`src/imager_timing_params.svh`:
```
// timing constants and counts for the imager scan and readout timing block
`ifndef IMAGER_TIMING_PARAMS_SVH
`define IMAGER_TIMING_PARAMS_SVH

// ------------------------------------------------------------
// clock
// ------------------------------------------------------------
`define CLK_PERIOD_NS 20
`define CLK_HZ 50000000

// ------------------------------------------------------------
// line and field geometry
// ------------------------------------------------------------
`define LINE_TIME_NS 63500
`define HALF_LINE_CYC ((`LINE_TIME_NS / 2) / `CLK_PERIOD_NS)
`define HSYNC_TIME_NS 4700
`define HSYNC_CYC ((`HSYNC_TIME_NS + `CLK_PERIOD_NS - 1) / `CLK_PERIOD_NS)
`define LINES_NORMAL 525
`define VISIBLE_NORMAL 488
`define LINES_SEQ 524
`define SENSOR_ROWS 244
`define VBLANK_LINES 18
`define VSYNC_HALF_LINES 6
`define HL_FRAME_NORMAL (2 * `LINES_NORMAL)
`define HL_FRAME_SEQ (2 * `LINES_SEQ)

// ------------------------------------------------------------
// integration
// ------------------------------------------------------------
`define PREINJECT_TIME_MS 33
`define INTEG_MAX_S 3
`define INTEG_MAX_CYC (`INTEG_MAX_S * `CLK_HZ)

`endif

```
`src/imager_timing_pkg.sv`:
```
// types shared by the imager scan and readout timing block
package imager_timing_pkg;
	typedef enum logic {SCAN_NORMAL, SCAN_SEQUENTIAL} scan_mode_t;
	typedef enum logic {READ_PREINJECT, READ_NONDESTRUCTIVE} readout_mode_t;
	typedef logic [10:0] half_line_t;
	typedef logic [7:0] pixel_t;
endpackage

```
`src/imager_scan_readout_timing.sv`:
```
// scan, readout and injection timing for the charge injection imager camera
//
// Summary of operation
// - scan_mode_switch picks normal or synthetic-interlace scan timing.
// - normal scan gives 525 lines per frame, 488 visible, 2:1 interlace.
// - normal scan takes every other line of a field from redundant data.
// - synthetic-interlace drops the extra half line, fields not interlaced.
// - synthetic-interlace blanks redundant lines, leaving 244 ordered visible lines.
// - sequential mode keeps line frequency within about 0.1 percent.
// - readout mode switch picks pre-inject or nondestructive, independent of scan.
// - pre-inject readout injects every frame, giving fixed one-frame integration.
// - nondestructive readout keeps normal line and field readout during integration.
// - nondestructive integration lasts until the first frame end after three seconds.
// - saturation detector input triggers injection and a new integration period.
// - with detector bypassed the manual inject input, not the detector, triggers injections.
// - nominal timing is 60 fields, 30 frames and 525 lines per second/frame.
// - sequential scan uses whole-line fields, 524 lines per frame.
`timescale 1ns/1ps
`include "imager_timing_params.svh"

module imager_scan_readout_timing
	import imager_timing_pkg::*;
#(
	parameter logic [27:0] INTEG_MAX_CYC = 28'(`INTEG_MAX_CYC)
) (
	// clock and reset
	input wire logic i_clk,
	input wire logic i_sys_rst,
	// rear panel pins
	input wire logic i_scan_mode_switch,
	input wire logic i_nondestructive_readout_mode,
	input wire logic i_threshold_bypass,
	input wire logic i_sat_detect,
	input wire logic i_manual_inject,
	// sensor readout stream
	input wire logic [7:0] i_pix_data,
	input wire logic [7:0] i_pix_red_data,
	input wire logic i_pix_valid,
	output logic o_pix_ready,
	// video stream to the output stage
	output logic [7:0] o_vid_data,
	output logic o_vid_valid,
	input wire logic i_vid_ready,
	// timing to sensor and monitor
	output logic o_hsync,
	output logic o_vsync,
	output logic o_field,
	output logic o_line_visible,
	output logic o_use_redundant,
	output logic [7:0] o_sensor_row,
	output logic o_inject,
	// active modes
	output logic o_scan_sequential,
	output logic o_readout_nondestructive
);

	// ------------------------------------------------------------
	// pin synchronisers
	// ------------------------------------------------------------
	localparam int NPIN = 5;
	logic [NPIN-1:0] pin_raw;
	logic [NPIN-1:0] meta_q;
	logic [NPIN-1:0] sync_q;

	assign pin_raw = {i_manual_inject, i_sat_detect, i_threshold_bypass,
		i_nondestructive_readout_mode, i_scan_mode_switch};

	genvar g;
	generate
		for (g = 0; g < NPIN; g++) begin : g_sync
			always_ff @(posedge i_clk) begin
				meta_q[g] <= i_sys_rst ? 1'b0 : pin_raw[g];
				sync_q[g] <= i_sys_rst ? 1'b0 : meta_q[g];
			end
		end
	endgenerate

	// ------------------------------------------------------------
	// half-line and frame counters
	// ------------------------------------------------------------
	scan_mode_t scan_q;
	readout_mode_t read_q;
	logic [10:0] cyc_q;
	half_line_t hl_q;
	half_line_t hl_last;
	half_line_t field_start;
	logic half_end;
	logic frame_end;

	// seq fields are whole lines: the frame is 1048 half lines, field 1 starts on a line edge
	assign hl_last = (scan_q == SCAN_SEQUENTIAL) ? 11'(`HL_FRAME_SEQ - 1) :
		11'(`HL_FRAME_NORMAL - 1);
	assign field_start = (scan_q == SCAN_SEQUENTIAL) ? 11'(`LINES_SEQ) :
		11'(`LINES_NORMAL);
	assign half_end = (cyc_q == 11'(`HALF_LINE_CYC - 1));
	assign frame_end = half_end && (hl_q == hl_last);

	always_ff @(posedge i_clk) begin
		if (i_sys_rst) begin
			cyc_q <= 11'h000;
			hl_q <= 11'h000;
		end else begin
			cyc_q <= half_end ? 11'h000 : cyc_q + 11'd1;
			// same line period in both modes keeps the line rate unchanged
			if (half_end)
				hl_q <= (hl_q == hl_last) ? 11'h000 : hl_q + 11'd1;
		end
	end

	// modes switch only as a new frame starts
	always_ff @(posedge i_clk) begin
		if (i_sys_rst) begin
			scan_q <= SCAN_NORMAL;
			read_q <= READ_PREINJECT;
		end else if (frame_end) begin
			scan_q <= scan_mode_t'(sync_q[0]);
			read_q <= readout_mode_t'(sync_q[1]);
		end
	end

	// ------------------------------------------------------------
	// line decode
	// ------------------------------------------------------------
	function automatic logic in_range(input logic [10:0] v, input logic [10:0] lo,
		input logic [10:0] hi);
		in_range = (v >= lo) && (v < hi);
	endfunction

	logic field;
	half_line_t fhl;
	logic [9:0] fline;
	logic [9:0] vline;
	logic visible;
	logic redundant;
	logic hsync_d;
	logic vsync_d;

	assign field = (hl_q >= field_start);
	assign fhl = field ? hl_q - field_start : hl_q;
	assign fline = 10'((fhl + 11'd1) >> 1);
	assign vline = fline - 10'(`VBLANK_LINES);
	// 244 lines of each field are visible: 488 per interlaced frame
	assign visible = in_range({1'b0, fline}, 11'(`VBLANK_LINES),
		11'(`VBLANK_LINES + `SENSOR_ROWS));
	assign redundant = vline[0];
	assign hsync_d = !hl_q[0] && in_range(cyc_q, 11'h000, 11'(`HSYNC_CYC));
	assign vsync_d = in_range(fhl, 11'h000, 11'(`VSYNC_HALF_LINES));

	// ------------------------------------------------------------
	// injection control
	// ------------------------------------------------------------
	logic sat_prev_q;
	logic man_prev_q;
	logic pend_q;
	logic [27:0] integ_q;
	logic trig;
	logic integ_full;
	logic fire;

	// an edge of the selected source asks for injection
	assign trig = sync_q[2] ? (sync_q[4] && !man_prev_q) :
		(sync_q[3] && !sat_prev_q);
	assign integ_full = (integ_q >= INTEG_MAX_CYC - 28'd1);
	// injection waits for the frame edge so no readout is cut in half
	assign fire = frame_end && ((read_q == READ_PREINJECT) || pend_q ||
		trig || integ_full);

	always_ff @(posedge i_clk) begin
		if (i_sys_rst) begin
			sat_prev_q <= 1'b0;
			man_prev_q <= 1'b0;
			pend_q <= 1'b0;
			integ_q <= 28'h000_0000;
		end else begin
			sat_prev_q <= sync_q[3];
			man_prev_q <= sync_q[4];
			// a request seen in the firing cycle itself is served by that firing
			pend_q <= fire ? 1'b0 : (pend_q || trig || integ_full);
			integ_q <= fire ? 28'h000_0000 : (integ_full ? integ_q : integ_q + 28'd1);
		end
	end

	// ------------------------------------------------------------
	// registered timing outputs
	// ------------------------------------------------------------
	always_ff @(posedge i_clk) begin
		if (i_sys_rst) begin
			o_hsync <= 1'b0;
			o_vsync <= 1'b0;
			o_field <= 1'b0;
			o_line_visible <= 1'b0;
			o_use_redundant <= 1'b0;
			o_sensor_row <= 8'h00;
			o_inject <= 1'b0;
			o_scan_sequential <= 1'b0;
			o_readout_nondestructive <= 1'b0;
		end else begin
			o_hsync <= hsync_d;
			o_vsync <= vsync_d;
			o_field <= field;
			// redundant lines are blanked in sequential mode
			o_line_visible <= visible && !(scan_q == SCAN_SEQUENTIAL && redundant);
			o_use_redundant <= visible && redundant;
			o_sensor_row <= visible ? {vline[7:1], field} : 8'h00;
			o_inject <= fire;
			o_scan_sequential <= (scan_q == SCAN_SEQUENTIAL);
			o_readout_nondestructive <= (read_q == READ_NONDESTRUCTIVE);
		end
	end

	// ------------------------------------------------------------
	// two-entry video buffer
	// ------------------------------------------------------------
	logic [1:0] cnt_q;
	logic [1:0] cnt_d;
	pixel_t tail_q;
	pixel_t pix_sel;
	logic push;
	logic pop;

	// blanked lines still drain the sensor but show black
	assign pix_sel = !o_line_visible ? 8'h00 :
		(o_use_redundant ? i_pix_red_data : i_pix_data);
	assign push = i_pix_valid && o_pix_ready;
	assign pop = o_vid_valid && i_vid_ready;
	assign cnt_d = cnt_q + {1'b0, push} - {1'b0, pop};

	always_ff @(posedge i_clk) begin
		if (i_sys_rst) begin
			cnt_q <= 2'h0;
			tail_q <= 8'h00;
			o_vid_data <= 8'h00;
			o_vid_valid <= 1'b0;
			o_pix_ready <= 1'b0;
		end else begin
			cnt_q <= cnt_d;
			o_vid_valid <= (cnt_d != 2'h0);
			o_pix_ready <= (cnt_d != 2'h2);
			if (pop && cnt_q == 2'h2)
				o_vid_data <= tail_q;
			else if (push && (cnt_q == 2'h0 || (pop && cnt_q == 2'h1)))
				o_vid_data <= pix_sel;
			if (push && ((cnt_q == 2'h1 && !pop) || cnt_q == 2'h2))
				tail_q <= pix_sel;
		end
	end

endmodule // imager_scan_readout_timing

```
`config.mk`:
```
export PLATFORM = sky130hd
export DESIGN_NAME = imager_scan_readout_timing
export DESIGN_NICKNAME = d
export VERILOG_FILES = /design/src/imager_timing_pkg.sv /design/src/imager_scan_readout_timing.sv
export VERILOG_INCLUDE_DIRS = /design/src
export SDC_FILE = /design/constraint.sdc
export NUM_CORES = 1
export LEC_CHECK = 0
export CORE_MARGIN = 2
export CORE_UTILIZATION = 47
export DETAILED_ROUTE_END_ITERATION = 8
export DONT_BUFFER_PORTS = 1
export SLEW_MARGIN = 30
export SYNTH_ARGS = -nofsm -noshare
export SYNTH_HDL_FRONTEND = slang
export SYNTH_SLANG_ARGS = --single-unit
```
`constraint.sdc`:
```
create_clock -name i_clk -period 5.5 [get_ports i_clk]
set_clock_uncertainty 0.2 [all_clocks]
set_input_delay 0.275 -clock i_clk [delete_from_list [all_inputs] [get_ports i_clk]]
set_output_delay 0.275 -clock i_clk [all_outputs]
set_load 0.02 [all_outputs]
```
==> results of run 1 <==
[layer usage]
layer,vias up,share of wire (%)
met3,10,5.7
met1,1834,49
li1,1985,-
met2,112,44
met5,-,0
met4,0,1.3
[worst max-delay path: stages (launching register included)]
cell	delay, ns
dfxtp_1	0.46
inv_1	0.12
ha_1	0.31
or3b_1	0.43
a2111o_4	0.58
nand2_2	0.20
nand2_1	0.09
o21ai_0	0.10
ha_1	0.25
or4bb_1	0.49
o31a_1	0.26
o221ai_2	0.34
a22o_1	0.21
nand2_1	0.16
o41ai_4	0.41
o41ai_4	0.15
buf_4	0.18
nor3_1	0.20
[cells in the mapped netlist (3+ instances only)]
cell type	instances	share of area (%)
a211oi_1	9	1.3
a21oi_1	13	1.3
a31oi_1	4	0.50
and2_1	4	0.50
and3_1	11	1.4
buf_1	4	0.30
clkbuf_1	21	1.6
dfxtp_1	101	40
ha_1	10	2.5
inv_1	12	0.89
mux2i_1	30	5.9
nand2_1	42	3.1
nand2b_1	8	0.99
nand3_1	25	2.5
nand4_1	7	0.87
nand4b_1	3	0.52
nor2_1	94	7.0
nor2b_1	24	3.0
nor3_1	15	1.5
nor4_1	6	0.74
o21ai_0	16	1.6
or2_2	4	0.50
or3_1	7	0.87
or4_1	5	0.74
xnor2_1	23	4.0
xor2_1	37	6.4
[logic make-up (layout without fill, tap and decap cells)]
kind of cell / Yosys count / in the layout / share of synthesized area [%]
and+or+nand+nor: 268 / 268 / 26.3
buffers and inverters: 40 / 39 / 3.17
adders and majority gates: 10 / 10 / 2.48
xor gates and xnor gates: 62 / 62 / 11.1
AOI/OAI and AO/OA: 69 / 69 / 10.8
muxes: 31 / 31 / 6.17
DFF: 101 / 101 / 40.0
[final timing paths]
kind / from / to / slack [ns]
setup / recovery: hl_q[0]$_SDFFE_PP0N_ / o_sensor_row[7]$_SDFF_PP0_ / 0.28
hold / removal: i_sys_rst / hl_q[10]$_SDFFE_PP0N_ / 0.03
setup reg to reg: hl_q[0]$_SDFFE_PP0N_ / o_sensor_row[7]$_SDFF_PP0_ / 0.28
hold reg to reg: meta_q[4]$_SDFF_PP0_ / sync_q[4]$_SDFF_PP0_ / 0.24
[area by class of cell]
type | count | share of cell area, %
Sequential cell | 101 | 37.1
Tap cell | 136 | 3.13
Inverter | 12 | 0.828
Multi-Input combinational cell | 440 | 52.8
Timing Repair Buffer | 11 | 2.07
Clock inverter | 6 | 1.49
Clock buffer | 10 | 2.53
[where the power goes]
part / switching (mW) / total (mW) / internal [mW]
Sequential: 0.0662 / 0.840 / 0.773
Combinational: 0.0760 / 0.140 / 0.0637
Clock: 0.268 / 0.499 / 0.231
Total: 0.411 / 1.48 / 1.07
[flip-flops by register name, summed over array words and instances (netlist names), 2 cells and up]
signal / cells
integ_q: 28
hl_q: 11
tail_q: 8
cnt_q: 2
sync_q: 5
meta_q: 5
cyc_q: 11
o_sensor_row: 8
o_vid_data: 8
[layout by cell type (no fill, tap or decap), types with 10 or more instances in the layout]
cell type / n
nor2b_1: 24
and3_1: 11
nand3_1: 25
mux2i_1: 30
clkbuf_8: 10
xnor2_1: 23
a21oi_1: 13
nand2_1: 42
nor2_1: 94
ha_1: 10
nor3_1: 15
o21ai_0: 16
inv_1: 12
xor2_1: 37
dfxtp_1: 101
[repair_timing]
item,CTS,global route
hold endpoints to repair,42,0
hold buffers,8,0
buffers inserted,0,1
endpoints found under the setup margin,0,10
[metrics by stage]
| step | hold slack (ns) | util, % |
|---|---|---|
| floorplan | 0.203 | - |
| global placement | 0.163 | 49.4 |
| detailed placement | 0.166 | 49.4 |
| CTS | 0.0195 | 52.4 |
| global route | 0.0130 | 52.5 |
| finish | 0.0303 | 52.5 |
==> summary.md, run 1 <==
| Metric | Value |
|---|---|
| Vias per cell | `5.50` |
| Root buf cell | `clkbuf_8` |
| Slew Limit Fails | `0` |
| CTS Sinks | `101` |
| Total Power | `1.48 mW` |
| Power Dens Cells | `272 mW/mm²` |
| Register Area | `0.00202 mm²` |
| Clock-pin slew on the worst setup and hold paths | `0.11 ns` |
| EDFF count, synth | `0` |
| Top FF cell, synth | `dfxtp_1` |
| # DRC | `0` |
| Crit path time final | `roughly 5.2 ns` |
| # rows | `37` |
| Ys Warns | `0` |
| Htree depth | `3` |
| Cells after Synth | `581` |
| Final setup margin | `0.282 ns` |
| Worst slew pin tran | `0.676 ns` |
| Avg WL per Cell | `about 14 µm` |
| Fin nets | `610` |
| Final std cells w/o fill | `around 720` |
| Design Area, Final | `approximately 0.0054 mm²` |
| Hold Violations, Final | `0` |
| Post-cts resize count | `0` |
| Num CTS Buffers | `9` |
| DRT iter0 DRCs | `184` |
| Static leakage | `2.08 nW` |
| Die area | `0.0116 mm²` |
| Critical Path Fanout Max | `10` |
| Wirelength, routed | `10.3 mm` |
| Setup TNS | `0 ns` |
| Startpoint types | `flop` |
| DP Cell Count | `691` |
| IO buf count | `0` |
| CP required | `5.58 ns` |
| Core area | `0.0104 mm²` |
| Syn Area/Cell | `slightly below 9 µm²` |
| Setup Crit Path Kind | `flop to flop` |
| Via count | `~3,900` |
| Achievable Freq | `192 MHz` |
| Met2 Use GR | `29.3%` |
| Critical Path AT | `5.30 ns` |
| Setup violations, final | `0` |
| GRT Total Usage | `19.0%` |
| WHS Path Cells | `2` |
| Diode count | `0` |
| Yosys reg bits | `101` |
| Seq/Total Area, Yosys | `approximately 40%` |
| Fill cell count | `986` |
| Latest clock arrival within the worst-skew pair | `0.36 ns` |
| Chip width | `approximately 110 µm` |
| Placer's final routability congestion estimate | `0.952` |
| Remaining antenna violation count | `0` |
| CP endpoint kind | `flop` |
| Async S/R FF share, synth | `0%` |
| Dpl hpwl | `a little over 7 mm` |
| Area of the multi-input gates | `0.00287 mm²` |
| Max_cap viols | `0` |
| Peak supply drop | `between 150 and 200 µV` |
| P&R area growth vs syn | `7.78%` |
| Drt first pass iters | `5` |
| Initial antenna violation count | `0` |
| Slew margin rel. | `54.9%` |
| Largest net degree at the start of global routing | `42` |
| Top Usage Layer GRT | `met2` |
| Worst hold path type | `primary input to flop` |
| Worst-case clock buffer depth | `2` |
| Status | `complete, no violations` |
| Cell variety after synth | `61` |
| R2R depth | `17` |
| Die Y | `108 µm` |
| Synth Net Count | `616` |
| Period utilization | `between 90% and 100%` |
| Worst slack at placement | `0.189 ns` |
| Initial Util | `48.7%` |
| GR Util met1 | `25.7%` |
| Cell Area, Placed | `0.00513 mm²` |
| Vias in the first global route | `about 3,800` |
| CTS tree | `done` |
| Post-Synthesis Cell Area | `about 0.0050 mm²` |
| Met3 Usage GRT | `~5.6%` |
| Layout cells sized above 1 | `7.07%` |
| First-pass GRT wire length | `17.8 mm` |
| # IOs | `51` |
| Gr ovfl total | `0` |
Note: power is estimated with default switching activity, not from simulation.
==> run 2: changes to the inputs <==
--- a/config.mk
+++ b/config.mk
@@ -7,7 +7,7 @@
 export NUM_CORES = 1
 export LEC_CHECK = 0
 export CORE_MARGIN = 2
-export CORE_UTILIZATION = 47
+export CORE_UTILIZATION = 44
 export DETAILED_ROUTE_END_ITERATION = 8
 export DONT_BUFFER_PORTS = 1
 export SLEW_MARGIN = 30
==> run 2 against run 1 <==
Sequential power barely moved. Maximum frequency rose by 0.82%. Via count fell by 0.33%. First-iteration DRC count fell by 16%. Cell area rose by 1.6%. Clock-buffer cell count fell by 1. Wire length rose by 2.5%. Register-to-register slack improved by 0.04 ns. Clock power rose by 35%. Largest cell class unchanged.
==> summary.md, run 2 (synthesis gave the netlist of run 1 again) <==
| Metric | Value |
|---|---|
| Status | `complete, no violations` |
| Met2 routed WL | `4.81 mm` |
| GRT Total Usage | `17.6%` |
| Achievable Freq | `193 MHz` |
| Commonest cells after routing, fill and taps aside | `101 x dfxtp_1, 94 x nor2_1, 42 x nand2_1` |
| Crit path time final | `5.18 ns` |
| Largest net degree at the start of global routing | `42` |
| Wirelength, routed | `10.5 mm` |
| Chip width | `111 µm` |
| Worst slew pin tran | `0.726 ns` |
| Period utilization | `94.1%` |
| CTS tree | `done` |
| Unrepaired setup endpoints after global routing | `false` |
| Layout cells sized above 1 | `under 10%` |
| Met3 WL post-DR | `slightly below 600 µm` |
| Latest clock arrival within the worst-skew pair | `0.35 ns` |
| Reg with most FFs | `integ_q` |
| DP Cell Count | `roughly 700` |
| Via count | `3,928` |
| Worst hold start | `i_sys_rst` |
| Htree depth | `3` |
| Fill cell count | `1,108` |
| R2R depth | `17` |
| Worst-case clock buffer depth | `2` |
| Initial Util | `44.6%` |
| Setup TNS | `0 ns` |
| Critical Path AT | `5.20 ns` |
| WHS Path Cells | `2` |
| Setup violations, final | `0` |
| Drt first pass iters | `6` |
| CP endpoint kind | `flop` |
| Hold EP | `o_field$_SDFF_PP0_` |
| Die Y | `approximately 110 µm` |
| Largest register FFs | `28` |
| Placer's final routability congestion estimate | `approximately 0.86` |
| Static leakage | `2.11 nW` |
| Max_cap viols | `0` |
| Top flop regs | `integ_q: 28 flops, cyc_q: 11 flops, hl_q: 11 flops` |
| Setup Crit Path Kind | `flop to flop` |
| Slew margin rel. | `51.6%` |
| Peak supply drop | `194 µV` |
| # DRC | `0` |
| Core area | `0.0113 mm²` |
| # IOs | `between 50 and 60` |
| Met1 wire length | `4.96 mm` |
| Worst hold path type | `primary input to flop` |
| RR Startpoint | `hl_q[0]$_SDFFE_PP0N_` |
| Initial antenna violation count | `0` |
| Post-CTS Setup Inserts | `0` |
| Avg WL per Cell | `14.6 µm` |
| Slew Limit Fails | `0` |
| Clock-pin slew on the worst setup and hold paths | `0.07 ns` |
| Num CTS Buffers | `9` |
| DRT iter0 DRCs | `154` |
| Top layer in use | `met4` |
| Hold Violations, Final | `0` |
| Fin nets | `607` |
| Root buf cell | `clkbuf_16` |
| Critical Path Fanout Max | `10` |
| R2r setup slk | `0.32 ns` |
| First-pass GRT wire length | `~18 mm` |
| Worst Setup SP | `hl_q[0]$_SDFFE_PP0N_` |
| Power Dens Cells | `between 200 and 300 mW/mm²` |
| CP required | `5.52 ns` |
| Startpoint types | `flop` |
| Diode count | `0` |
| Final std cells w/o fill | `720` |
| Remaining antenna violation count | `0` |
| IO buf count | `0` |
| Die area | `roughly 0.012 mm²` |
| Vias per cell | `about 5.5` |
| CTS Sinks | `roughly 100` |
| Reg2reg end | `o_sensor_row[2]$_SDFF_PP0_` |
| Dpl hpwl | `roughly 7.5 mm` |
| Commonest non-fill, non-tap cell in the layout | `dfxtp_1` |
| Vias in the first global route | `3,914` |
| # rows | `39` |
| Gr ovfl total | `0` |
| P&R area growth vs syn | `9.54%` |
-- run 2: cell types whose count changed in the layout (fill, tap and decap cells not counted) --
cell           before  now
buf_4               3    2
o221ai_2            2    1
inv_8               0    2
o221ai_4            0    1
clkinvlp_4          0    1
clkinv_4            3    0
clkbuf_16           0    9
dlygate4sd3_1       7    5
clkbuf_8           10    0
clkinv_2            0    1
-- run 2: repair_timing --
action | CTS | global route
hold buffers | 6 | 0
setup endpoints to repair | 0 | 5
gates resized for setup | 0 | 1
hold endpoints to repair | 42 | 0
-- run 2: area by class of cell --
class                      instances  area, µm²  share of cell area (%)
clock buffer                       9        225                    4.07
clock inverter                     7       90.1                    1.63
inverter                          12       45.0                   0.814
multi-input combinational        440       2890                    52.2
sequential                       101       2020                    36.6
tap                              143        179                    3.23
timing repair buffer               8       85.1                    1.54
-- run 2: how the worst max path moves through the flow --
stage                     slack [ns]  cells past startpoint                         end
after floorplan                 0.69                     16  o_sensor_row[3]$_SDFF_PP0_
after global placement          0.34                     17  o_sensor_row[0]$_SDFF_PP0_
after detailed placement        0.22                     17  o_sensor_row[2]$_SDFF_PP0_
after CTS                       0.18                     17  o_use_redundant$_SDFF_PP0_
after global routing            0.04                     17  o_use_redundant$_SDFF_PP0_
final                           0.32                     17  o_sensor_row[2]$_SDFF_PP0_
-- run 2: critical path, stage by stage (launching register included) --
cell and delay [ns]:
dfxtp_1 0.45, inv_1 0.11, ha_1 0.31, or3b_1 0.44, a2111o_4 0.59, nand2_2 0.20
nand2_1 0.09, o21ai_0 0.09, ha_1 0.24, or4bb_1 0.49, o31a_1 0.28, o221ai_4 0.27
xnor2_1 0.23, and3_1 0.27, o21ai_2 0.10, o41ai_4 0.40, buf_4 0.22, nor3_1 0.05
-- run 2: where the power goes --
group          internal [mW]  leakage, nW  switching (mW)
Combinational         0.0636         1.14          0.0787
Sequential             0.773        0.820          0.0658
Clock                  0.364        0.153           0.309
Total                   1.20         2.11           0.453
-- run 2: per-layer routing --
layer,vias to the layer above,track usage [%]
met5,-,0
met4,0,6.09
met3,12,4.21
met2,102,29.6
met1,1839,22.3
li1,1975,-
-- run 2: through the flow --
step                util (%)  hold slack [ns]  instance area [µm²]  setup slack (ns)  total power [mW]
global route            48.9           0.0328                 5530            0.0426              1.72
finish                  48.9           0.0248                 5530             0.324              1.65
detailed placement      45.3            0.159                 5130             0.219             0.991
CTS                     48.7           0.0199                 5520             0.180              1.67
global placement        45.3            0.162                 5130             0.341             0.983
floorplan                  -            0.203                 5050             0.693             0.962
==> run 3: changes to the inputs <==
--- a/config.mk
+++ b/config.mk
@@ -6,10 +6,15 @@
 export SDC_FILE = /design/constraint.sdc
 export NUM_CORES = 1
 export LEC_CHECK = 0
+export CELL_PAD_IN_SITES_DETAIL_PLACEMENT = 0
+export CELL_PAD_IN_SITES_GLOBAL_PLACEMENT = 1
 export CORE_MARGIN = 2
 export CORE_UTILIZATION = 44
 export DETAILED_ROUTE_END_ITERATION = 8
 export DONT_BUFFER_PORTS = 1
+export MAX_ROUTING_LAYER = met4
+export PLACE_DENSITY_LB_ADDON = 0.1
+export RECOVER_POWER = 25
 export SLEW_MARGIN = 30
 export SYNTH_ARGS = -nofsm -noshare
 export SYNTH_HDL_FRONTEND = slang
==> run 3 against run 2 <==
Worst setup slack improved by 0.099 ns. Sequential share of layout area increased by 0.066 points. Total power down 2.2%. Utilization decreased by 0.088 points. Sequential power hardly changed. Die area is the same. Combinational power barely moved. Wire length up 0.68%. Clock-buffer cell count stayed put. Cell count increased by 0.14%. First-iteration DRC count up 16%.
==> summary.md, run 3 (synthesis gave the netlist of run 1 again) <==
| Metric | Value |
|---|---|
| Initial Util | `44.6%` |
| Via count | `3,883` |
| Root buf cell | `clkbuf_16` |
| Latest clock arrival within the worst-skew pair | `0.35 ns` |
| DRT iter0 DRCs | `about 180` |
| Worst-case clock buffer depth | `2` |
| Setup violations, final | `0` |
| Worst hold path type | `primary input to flop` |
| Clock-pin slew on the worst setup and hold paths | `approximately 0.07 ns` |
| Peak supply drop | `288 µV` |
| Reg2reg end | `o_sensor_row[4]$_SDFF_PP0_` |
| Total Power | `around 1.6 mW` |
| Top flop regs | `integ_q: 28 flops, cyc_q: 11 flops, hl_q: 11 flops` |
| Crit path time final | `5.08 ns` |
| Initial antenna violation count | `0` |
| Vias in the first global route | `3,813` |
| Commonest non-fill, non-tap cell in the layout | `dfxtp_1` |
| Cell Area, Placed | `about 0.0051 mm²` |
| Post-CTS Setup Inserts | `0` |
| Startpoint types | `flop` |
| Vias per cell | `5.39` |
| RR Startpoint | `hl_q[0]$_SDFFE_PP0N_` |
| Wirelength, routed | `10.6 mm` |
| Dpl hpwl | `7.48 mm` |
| Hold Violations, Final | `0` |
| P&R area growth vs syn | `9.34%` |
| Layout cells sized above 1 | `slightly above 7%` |
| Status | `complete, no violations` |
| Worst slew pin tran | `slightly below 0.7 ns` |
| Design Area, Final | `0.00552 mm²` |
| Max incr delay on CP | `between 0.5 and 0.6 ns` |
| Placer's final routability congestion estimate | `0.864` |
| Slew margin rel. | `53.6%` |
| Setup TNS | `0 ns` |
| Hold EP | `sat_prev_q$_SDFF_PP0_` |
| Fin nets | `608` |
| Achievable Freq | `a little under 200 MHz` |
| Critical Path AT | `5.14 ns` |
| First-pass GRT wire length | `18.5 mm` |
| Slew Limit Fails | `0` |
| # rows | `39` |
| Htree depth | `3` |
| R2r setup slk | `0.42 ns` |
| Power Dens Cells | `293 mW/mm²` |
| CTS tree | `done` |
| IO buf count | `0` |
| Chip width | `111 µm` |
| Unrepaired setup endpoints after global routing | `false` |
| Largest register FFs | `28` |
| Core area | `0.0113 mm²` |
| R2R depth | `17` |
| Worst hold start | `i_sys_rst` |
| Commonest cells after routing, fill and taps aside | `101 x dfxtp_1, 94 x nor2_1, 42 x nand2_1` |
| Num CTS Buffers | `9` |
| Die area | `between 0.01 and 0.015 mm²` |
| CTS Sinks | `101` |
| GRT Total Usage | `18.9%` |
| CP required | `5.57 ns` |
| Core Util, Final | `48.8%` |
| CP Cell Sequence | `inv_1 -> ha_1 -> or3b_1 -> a2111o_4 -> nand2_2 -> nand2_1 -> o21ai_0 -> ha_1 -> or4bb_1 -> o31a_1 -> o221ai_4 -> a22o_1 -> nand2_1 -> o41ai_4 -> o41ai_4 -> buf_4 -> nor3_1` |
| # DRC | `0` |
| Diode count | `0` |
| CP endpoint kind | `flop` |
| Die Y | `111 µm` |
| Static leakage | `~2.1 nW` |
| Critical Path Fanout Max | `10` |
| # IOs | `51` |
| Period utilization | `92.3%` |
| Slowest CP cell | `a2111o_4` |
| Remaining antenna violation count | `0` |
| WHS Path Cells | `2` |
| Gr ovfl total | `0` |
| Reg with most FFs | `integ_q` |
| Drt first pass iters | `4` |
| Avg WL per Cell | `14.7 µm` |
| Largest net degree at the start of global routing | `42` |
| Max_cap viols | `0` |
| Setup Crit Path Kind | `flop to flop` |
run 3: changes by cell type in the layout (fill, tap and decap cells not counted), sizes merged:
| cell | previous run | this run |
|---|---|---|
| buf | 3 | 4 |
| inv | 15 | 14 |
| clkinvlp | 1 | 2 |
run 3: final cells by class:
class	instances	area (µm²)
clock buffers	9	225
clock inverters	7	72.6
fillers	1098	5800
inverters	12	45.0
multi-input cells	440	2890
flip-flops and latches	101	2020
well taps	143	179
repair buffers	9	92.6
run 3: worst max-delay path: cells and delay by family (launching register included):
| kind | cells | cell delay, ns |
|---|---|---|
| compound gates | 7 | 2.01 |
| buf+inv | 2 | 0.30 |
| simple gates | 6 | 1.48 |
| flops | 1 | 0.44 |
| fa+ha+maj | 2 | 0.56 |
run 3: where the power goes:
part | switching [mW] | internal [mW] | leakage, nW
combinational | 0.0758 | 0.0635 | 1.14
sequential | 0.0639 | 0.774 | 0.820
clock | 0.287 | 0.354 | 0.142
run 3: routing by layer:
layer	GRT usage (%)	share of wire [%]
met1	24.0	48
met2	29.3	45
met3	4.54	4.5
met4	7.16	1.9
met5	-	0
run 3: per-stage QoR:
stage                     hold WS, ns  cells  worst slack, ns
after floorplan                 0.203    581            0.693
after global placement          0.165    699            0.532
after detailed placement        0.168    699            0.385
after CTS                      0.0160    721            0.345
after global routing           0.0224    721           0.0732
final                          0.0304    721            0.423
run 3: worst max path at each step:
stage               slack [ns]                    endpoint  cells after the start            startpoint
finish                    0.42  o_sensor_row[4]$_SDFF_PP0_                     17  hl_q[0]$_SDFFE_PP0N_
floorplan                 0.69  o_sensor_row[3]$_SDFF_PP0_                     16  hl_q[0]$_SDFFE_PP0N_
CTS                       0.34  o_sensor_row[4]$_SDFF_PP0_                     17  hl_q[0]$_SDFFE_PP0N_
global placement          0.53  o_sensor_row[4]$_SDFF_PP0_                     17  hl_q[0]$_SDFFE_PP0N_
detailed placement        0.38  o_sensor_row[4]$_SDFF_PP0_                     17  hl_q[0]$_SDFFE_PP0N_
global route              0.07  o_sensor_row[6]$_SDFF_PP0_                     17  hl_q[0]$_SDFFE_PP0N_
run 3: repair_timing:
item                                    in CTS  in global routing
endpoints found under the hold margin       42                  0
hold buffers                                 6                  0
endpoints found under the setup margin       0                  1
gates resized for setup                      0                  1
